<file path="config.mk">
export PLATFORM = sky130hd
export DESIGN_NAME = ptic_pen_irq
export DESIGN_NICKNAME = d
export VERILOG_FILES = /design/src/ptic_pkg.sv /design/src/ptic_conv_timer.sv /design/src/ptic_pen_irq.sv
export SDC_FILE = /design/constraint.sdc
export NUM_CORES = 1
export LEC_CHECK = 0
export BUFFER_PORTS_ARGS = -buffer_cell sky130_fd_sc_hd__buf_2
export CORE_ASPECT_RATIO = 0.75
export CORE_MARGIN = 2
export CORE_UTILIZATION = 50
export CTS_CLUSTER_SIZE = 14
export DETAILED_ROUTE_END_ITERATION = 8
export PLACE_DENSITY = 0.83
export SETUP_SLACK_MARGIN = 0.05
export SLEW_MARGIN = 20
export SYNTH_ARGS = -nofsm -noshare
export SYNTH_HDL_FRONTEND = slang
export SYNTH_SLANG_ARGS = --single-unit
</file>
<file path="constraint.sdc">
create_clock -name CLK -period 4.8 [get_ports CLK]
set_input_delay 0 -clock CLK [delete_from_list [all_inputs] [get_ports CLK]]
set_output_delay 0 -clock CLK [all_outputs]
set_load 0.01 [all_outputs]
</file>
<file path="src/ptic_pkg.sv">
// shared constants and types for the pen touch interrupt control block
package ptic_pkg;
   localparam int CLK_MHZ      = 20;
   localparam int CONV_12_US   = 10;
   localparam int CONV_8_US    = 7;
   localparam int CONV_12_CYC  = CONV_12_US * CLK_MHZ;
   localparam int CONV_8_CYC   = CONV_8_US * CLK_MHZ;
   localparam int CNT_W        = 8;

   localparam logic PD_SEL_ARMS   = 1'b0;
   localparam logic RES_8BIT      = 1'b1;
   localparam logic ARMED_RESET   = 1'b1;
   localparam logic IRQ_PIN_LEVEL = 1'b0;

   typedef enum logic [1:0] {
      KIND_OTHER   = 2'b00,
      KIND_MEASURE = 2'b01,
      KIND_DRIVER  = 2'b10
   } ptic_kind_t;

   typedef struct packed {
      logic       power_down_select_low;
      logic       res_8bit;
      ptic_kind_t kind;
   } ptic_cmd_t;

   typedef enum logic [1:0] {
      ST_IDLE    = 2'b00,
      ST_ACQUIRE = 2'b01,
      ST_CONVERT = 2'b10
   } ptic_state_t;

   function automatic logic [CNT_W-1:0] conv_cycles(input logic res_8bit);
      conv_cycles = (res_8bit == RES_8BIT) ? CNT_W'(CONV_8_CYC) : CNT_W'(CONV_12_CYC);
   endfunction

   function automatic logic is_driver_only(input ptic_kind_t kind);
      is_driver_only = (kind == KIND_DRIVER);
   endfunction
endpackage
</file>
<file path="src/ptic_conv_timer.sv">
// conversion length down-counter, done marks the last cycle
`timescale 1ns/1ps
module ptic_conv_timer #(
   parameter int W = 8
) (
   input  wire logic         clk,
   input  wire logic         rst_n,
   input  wire logic         start,
   input  wire logic [W-1:0] load,
   output logic              busy,
   output logic              done
);
   logic [W-1:0] cnt_q;
   logic [W-1:0] cnt_d;

   always_comb begin
      cnt_d = cnt_q;
      if (start) begin
         cnt_d = load;
      end else if (cnt_q != '0) begin
         cnt_d = cnt_q - W'(1);
      end
   end

   always_ff @(posedge clk or negedge rst_n) begin
      if (!rst_n) begin
         cnt_q <= '0;
      end else begin
         cnt_q <= cnt_d;
      end
   end

   assign busy = (cnt_q != '0);
   assign done = (cnt_q == W'(1));
endmodule

</file>
<file path="src/ptic_pen_irq.sv">
// pen touch detection arming and touch interrupt pin control
`timescale 1ns/1ps
module ptic_pen_irq
   import ptic_pkg::*;
(
   input  wire logic              CLK,
   input  wire logic              RESET_N,
   input  wire logic              ADDR_WR_ACK,
   input  wire logic              CMD_VALID,
   input  wire ptic_pkg::ptic_cmd_t CMD,
   input  wire logic              STOP_OR_RESTART,
   input  wire logic              XPLUS_IN,
   output logic                   TOUCH_IRQ_N_O,
   output logic                   TOUCH_IRQ_N_OE,
   output logic                   YMINUS_GND_EN,
   output logic                   XPLUS_IRQ_CONN,
   output logic                   PEN_ARMED,
   output logic                   CONV_BUSY
);
   import ptic_pkg::*;

   ptic_state_t state_q;
   ptic_state_t state_d;
   ptic_cmd_t   cmd_q;
   ptic_cmd_t   cmd_d;
   logic        armed_q;
   logic        armed_d;
   logic        eligible_q;
   logic        eligible_d;
   logic        force_low_q;
   logic        force_low_d;
   logic        measuring_q;
   logic        measuring_d;
   logic        irq_oe_q;
   logic        irq_oe_d;
   logic        ymin_q;
   logic        ymin_d;
   logic        xconn_q;
   logic        xconn_d;
   logic        busy_q;
   logic        busy_d;
   logic        irq_o_q;
   logic        conv_start;
   logic        conv_done;
   logic        conv_busy;

   ptic_conv_timer #(
      .W (CNT_W)
   ) u_timer (
      .clk   (CLK),
      .rst_n (RESET_N),
      .start (conv_start),
      .load  (conv_cycles(cmd_q.res_8bit)),
      .busy  (conv_busy),
      .done  (conv_done)
   );

   always_comb begin
      state_d     = state_q;
      cmd_d       = cmd_q;
      armed_d     = armed_q;
      eligible_d  = eligible_q;
      force_low_d = force_low_q;
      conv_start  = 1'b0;
      case (state_q)
         ST_IDLE: begin
            if (CMD_VALID) begin
               cmd_d   = CMD;
               state_d = ST_ACQUIRE;
            end
         end
         ST_ACQUIRE: begin
            if (STOP_OR_RESTART) begin
               conv_start = 1'b1;
               state_d    = ST_CONVERT;
            end
         end
         ST_CONVERT: begin
            if (conv_done) begin
               state_d = ST_IDLE;
               if (eligible_q) begin
                  armed_d = 1'b1;
               end
            end
         end
         default: begin
            state_d = ST_IDLE;
         end
      endcase
      if (CMD_VALID && state_q == ST_IDLE) begin
         eligible_d  = (CMD.power_down_select_low == PD_SEL_ARMS) && !is_driver_only(CMD.kind);
         force_low_d = is_driver_only(CMD.kind);
         if (!eligible_d) begin
            armed_d = 1'b0;
         end
      end
      // write address ack disarms, wins over re-arm
      if (ADDR_WR_ACK) begin
         armed_d    = 1'b0;
         eligible_d = 1'b0;
      end
   end

   always_comb begin
      // measuring while a measure command is in flight
      measuring_d = (state_d != ST_IDLE) && (cmd_d.kind == KIND_MEASURE);
      busy_d      = (state_d == ST_CONVERT);
      ymin_d      = armed_d;
      // armed flag gates the pulldown path
      xconn_d     = armed_d && !measuring_d && !force_low_d;
      irq_oe_d    = force_low_d || (xconn_d && !XPLUS_IN);
   end

   always_ff @(posedge CLK or negedge RESET_N) begin
      if (!RESET_N) begin
         state_q     <= ST_IDLE;
         cmd_q       <= '0;
         armed_q     <= ARMED_RESET;
         eligible_q  <= 1'b0;
         force_low_q <= 1'b0;
         measuring_q <= 1'b0;
         busy_q      <= 1'b0;
         ymin_q      <= ARMED_RESET;
         xconn_q     <= ARMED_RESET;
         irq_oe_q    <= 1'b0;
         irq_o_q     <= IRQ_PIN_LEVEL;
      end else begin
         state_q     <= state_d;
         cmd_q       <= cmd_d;
         armed_q     <= armed_d;
         eligible_q  <= eligible_d;
         force_low_q <= force_low_d;
         measuring_q <= measuring_d;
         busy_q      <= busy_d;
         ymin_q      <= ymin_d;
         xconn_q     <= xconn_d;
         irq_oe_q    <= irq_oe_d;
         irq_o_q     <= IRQ_PIN_LEVEL;
      end
   end

   // open drain: only ever drives low, pullup is off chip
   assign TOUCH_IRQ_N_O  = irq_o_q;
   assign TOUCH_IRQ_N_OE = irq_oe_q;
   assign YMINUS_GND_EN  = ymin_q;
   assign XPLUS_IRQ_CONN = xconn_q;
   assign PEN_ARMED      = armed_q;
   assign CONV_BUSY      = busy_q;

   localparam int A_C12 = CONV_12_CYC;
   localparam int A_C8  = CONV_8_CYC;

   a_ack_disarms: assert property (@(posedge CLK) disable iff (!RESET_N)
      ADDR_WR_ACK |=> !PEN_ARMED)
      else $error("write ack did not disarm");

   a_pd_set_disarm: assert property (@(posedge CLK) disable iff (!RESET_N)
      (CMD_VALID && state_q == ST_IDLE && CMD.power_down_select_low != PD_SEL_ARMS)
      |=> !PEN_ARMED ##1 (!PEN_ARMED || $past(conv_done)))
      else $error("select bit set left detection armed");

   a_driver_forced: assert property (@(posedge CLK) disable iff (!RESET_N)
      (CMD_VALID && state_q == ST_IDLE && is_driver_only(CMD.kind))
      |=> TOUCH_IRQ_N_OE && !XPLUS_IRQ_CONN && !PEN_ARMED)
      else $error("driver-only command did not force pin low");

   a_measure_disconnect: assert property (@(posedge CLK) disable iff (!RESET_N)
      (state_q != ST_IDLE && cmd_q.kind == KIND_MEASURE) |-> !XPLUS_IRQ_CONN)
      else $error("X-plus connected during measurement");

   a_touch_pulls_low: assert property (@(posedge CLK) disable iff (!RESET_N)
      (XPLUS_IRQ_CONN && !XPLUS_IN && state_q == ST_IDLE && !ADDR_WR_ACK && !CMD_VALID)
      |=> TOUCH_IRQ_N_OE && TOUCH_IRQ_N_O == IRQ_PIN_LEVEL)
      else $error("touch did not pull interrupt low");

   a_conv_12bit: assert property (@(posedge CLK) disable iff (!RESET_N)
      (conv_start && cmd_q.res_8bit != RES_8BIT) |-> ##[A_C12:A_C12] conv_done)
      else $error("12-bit conversion length wrong");

   a_conv_8bit: assert property (@(posedge CLK) disable iff (!RESET_N)
      (conv_start && cmd_q.res_8bit == RES_8BIT) |-> ##[A_C8:A_C8] conv_done)
      else $error("8-bit conversion length wrong");

   a_rearm_at_done: assert property (@(posedge CLK) disable iff (!RESET_N)
      $rose(PEN_ARMED) |-> $past(conv_done) && $past(eligible_q))
      else $error("armed other than at conversion end");

   a_idle_plates: assert property (@(posedge CLK) disable iff (!RESET_N)
      (PEN_ARMED && state_q == ST_IDLE) |-> YMINUS_GND_EN && XPLUS_IRQ_CONN)
      else $error("armed idle without plate connection");

   a_stop_starts_conv: assert property (@(posedge CLK) disable iff (!RESET_N)
      (state_q == ST_ACQUIRE && STOP_OR_RESTART) |=> CONV_BUSY && conv_busy)
      else $error("stop did not start conversion");
endmodule

</file>
==> results.sh <==
export IMPL_synth_top_cell_area_share=0.440
export IMPL_critical_path_startpoint_type="register"
export IMPL_path_cells="inv_1, ha_1, nor4b_1, a41o_1, nand3_1, nor3_1"
export IMPL_syn_avg_cell_area_um2=11.4
export IMPL_drc=0
export IMPL_cts_root_buf="clkbuf_4"
export IMPL_syn_nets=98
export IMPL_tns_ns=0
export IMPL_synth_top_family_by_area="simple AND/OR/NAND/NOR gates"
export IMPL_crit_buf_inv=1
export IMPL_pre_cts_slack_ns=2.98
export IMPL_fp_dieW_um=54.8
export IMPL_antenna_found_initial=0
export IMPL_clk_pin_slew_ns=0.11
export IMPL_die_area_um2=2300
export IMPL_final_max_slew_viol_count=0
export IMPL_nets=122
export IMPL_endpoint_kind="register"
export IMPL_synth_mux_area_frac=0.0453
export IMPL_cellLeakagePower_nw=0.558
export IMPL_areaGrowthSynthToFinish_pct=19.3
export IMPL_htreeDepth=1
export IMPL_status="finished, final reports clean"
export IMPL_gp_congestion=0.860
export IMPL_synth_area_um2=966
export IMPL_clk_latency_ns=0.30
export IMPL_synth_xor_area_share=0.0363
export IMPL_dp_cells=118
export IMPL_critPathMaxStageDelay_ns=0.45
export IMPL_dr_pass1_iters=4
export IMPL_num_io_pins=16
export IMPL_syn_inst=85
export IMPL_cp_top_family="simple AND/OR/NAND/NOR gates"
export IMPL_ys_warn_count=0
export IMPL_skew_ns=0.00769
export IMPL_grt_ovfl_total=0
export IMPL_cts_tree="yes"
export IMPL_maxCapViolCount=0
export IMPL_crit_path_max_fanout=4
export IMPL_wl_per_cell_um=13.6
export IMPL_worst_path_max_delay_cell="nor4b_1"
export IMPL_powerDensity_nw_per_um2=541
export IMPL_ir_worst_vdd_mv=0.346
export IMPL_wirelength_mm=1.77
export IMPL_whs_ns=0.0450
export IMPL_grt_setup_unrepaired="false"
export IMPL_via_per_inst=5.71
export IMPL_numClockSinks=19
export IMPL_timing_final_crit_share=0.378
export IMPL_numCtsBuffers=3
export IMPL_setup_viol=0
export IMPL_fp_coreArea_um2=1770
export IMPL_start_util=0.545
export IMPL_synthDistinctLibCells=38
export IMPL_synth_area_top_cells="dfrtp_1 44%, dfstp_2 5.4%, ha_1 3.9%, mux2_2 3.5%, a311oi_4 2.7%"
export IMPL_io_buffers=14
export IMPL_ys_seq_area_frac=0.495
export IMPL_grt_pass1_wl_mm=3.14
export IMPL_num_antenna_cells=0
export IMPL_grt_max_degree=20
export IMPL_hpwl_mm=1.34
export IMPL_synth_simple_gate_area_frac=0.198
export IMPL_synth_seq_cells=19
export IMPL_stdcell_count=130
export IMPL_grt_pass1_vias=696
export IMPL_vias=742
export IMPL_die_y_um=42.1
export IMPL_antenna_left=0
export IMPL_drive_above_1_share=0.278
export IMPL_timing_fmax_mhz=552
export IMPL_layout_setup_ws_ns=2.99
export IMPL_synth_fa_ha_area_frac=0.0389
export IMPL_worst_pin_slew_ns=0.531
export IMPL_hold_viol=0
export IMPL_path_class="register to register"
export IMPL_cts_buffer_depth=2
export IMPL_drt_iter0_markers=12
export IMPL_crit_arrival_ns=2.03
export IMPL_hold_path_class="primary input to register"
export IMPL_fillCellCount=135
export IMPL_timing_final_crit_period_ns=1.81
export IMPL_num_rows=13
export IMPL_cp_required_ns=5.02
export IMPL_synth_largest_area_cell="dfrtp_1"
export IMPL_postCtsSetupBuffers=0
export IMPL_synth_compound_area_share=0.144
export IMPL_slew_headroom=0.641
export IMPL_grtUsageTotal=0.195
metrics by stage:
stage	util	cell area (um^2)	power, mW
final	0.650	1150	0.624
after global routing	0.650	1150	0.676
after CTS	0.650	1150	0.625
after detailed placement	0.589	1040	0.535
after global placement	0.589	1040	0.522
after floorplan	-	966	0.473
final timing paths:
kind	startpoint	to	slack, ns	cells after the start
max	u_timer.cnt_q[1]$_DFFE_PN0P_	XPLUS_IRQ_CONN$_DFF_PN1_	2.99	6
min	CMD[3]	eligible_q$_DFFE_PN0P_	0.04	3
max reg2reg	u_timer.cnt_q[1]$_DFFE_PN0P_	XPLUS_IRQ_CONN$_DFF_PN1_	2.99	6
min reg2reg	cmd_q[0]$_DFF_PN0_	cmd_q[0]$_DFF_PN0_	0.51	1
max in group asynchronous	RESET_N	XPLUS_IRQ_CONN$_DFF_PN1_	4.34	2
min in group asynchronous	RESET_N	u_timer.cnt_q[4]$_DFFE_PN0P_	0.14	2
layout by cell type, fill, tap and decap left out, types with 3 or more instances in the layout:
cell,count
a21oi_1,4
buf_2,14
clkbuf_4,3
dfrtp_1,17
dlygate4sd3_1,8
ha_1,3
inv_1,5
mux2_2,3
nand2_1,3
nand2b_1,3
nand3_1,3
nor2_1,6
xnor2_1,3
area by class of cell:
class	instances	area [um^2]	area share
flip-flops and latches	19	478	0.415
multi-input cells	58	450	0.391
repair buffers	22	150	0.130
well taps	22	27.5	0.0239
clock buffers	3	22.5	0.0195
inverters	5	18.8	0.0163
clock inverters	1	5.00	0.00434
logic make-up (layout without fill, tap and decap cells):
kind of cell / count (synthesis) / after routing
adder cells (fa/ha/maj): 3 / 3
XOR/XNOR: 4 / 4
AND/OR/NAND/NOR: 29 / 29
AO/OA/AOI/OAI: 17 / 17
buffers and inverters: 8 / 31
flip-flops: 19 / 19
other: 1 / 1
multiplexers: 4 / 4
synthesized netlist by cell type, drive strengths merged:
library cell	instances
dfrtp	17
nor2	6
inv	5
a21oi	4
buf	3
ha	3
mux2	3
nand2	3
nand2b	3
nand3	3
xnor2	3
a211oi	2
a22oi	2
dfstp	2
nand3b	2
nor3	2
o21ai	2
or3b	2
a2bb2oi	1
a311oi	1
a41o	1
and3	1
and3b	1
conb	1
mux2i	1
nor2b	1
nor3b	1
nor4	1
nor4b	1
o211a	1
o22ai	1
o31a	1
o31ai	1
or3	1
or4	1
xor2	1
repair_timing:
| item | CTS | global route |
|---|---|---|
| endpoints found under the hold margin | 27 | 0 |
| resized for setup | 0 | 0 |
| hold buffers | 8 | 0 |
power by group:
| group | leakage [nW] | internal [mW] | switching [mW] |
|---|---|---|---|
| clock | 0.0177 | 0.0311 | 0.0475 |
| sequential | 0.228 | 0.226 | 0.0742 |
| combinational | 0.312 | 0.128 | 0.117 |
routing by layer:
metal	vias to the layer above	global-route usage	part of all wire
met4	0	0.0950	0.011
met5	-	0	0
met3	2	0.0679	0.057
met2	24	0.262	0.44
met1	367	0.275	0.49
li1	349	-	-
registers in the layout, summed over array words and instances, names as in the netlist:
| name | count |
|---|---|
| cmd_q | 3 |
| TOUCH_IRQ_N_OE | 1 |
| u_timer.cnt_q | 8 |
| CONV_BUSY | 1 |
| state_q | 2 |
| YMINUS_GND_EN | 1 |
| XPLUS_IRQ_CONN | 1 |
| force_low_q | 1 |
| eligible_q | 1 |
tightest hold or removal path: stages:
cell and delay [ns]:
buf_2 0.07, o21ai_0 0.11, o211a_1 0.14
(Power assumes the default switching activity.)
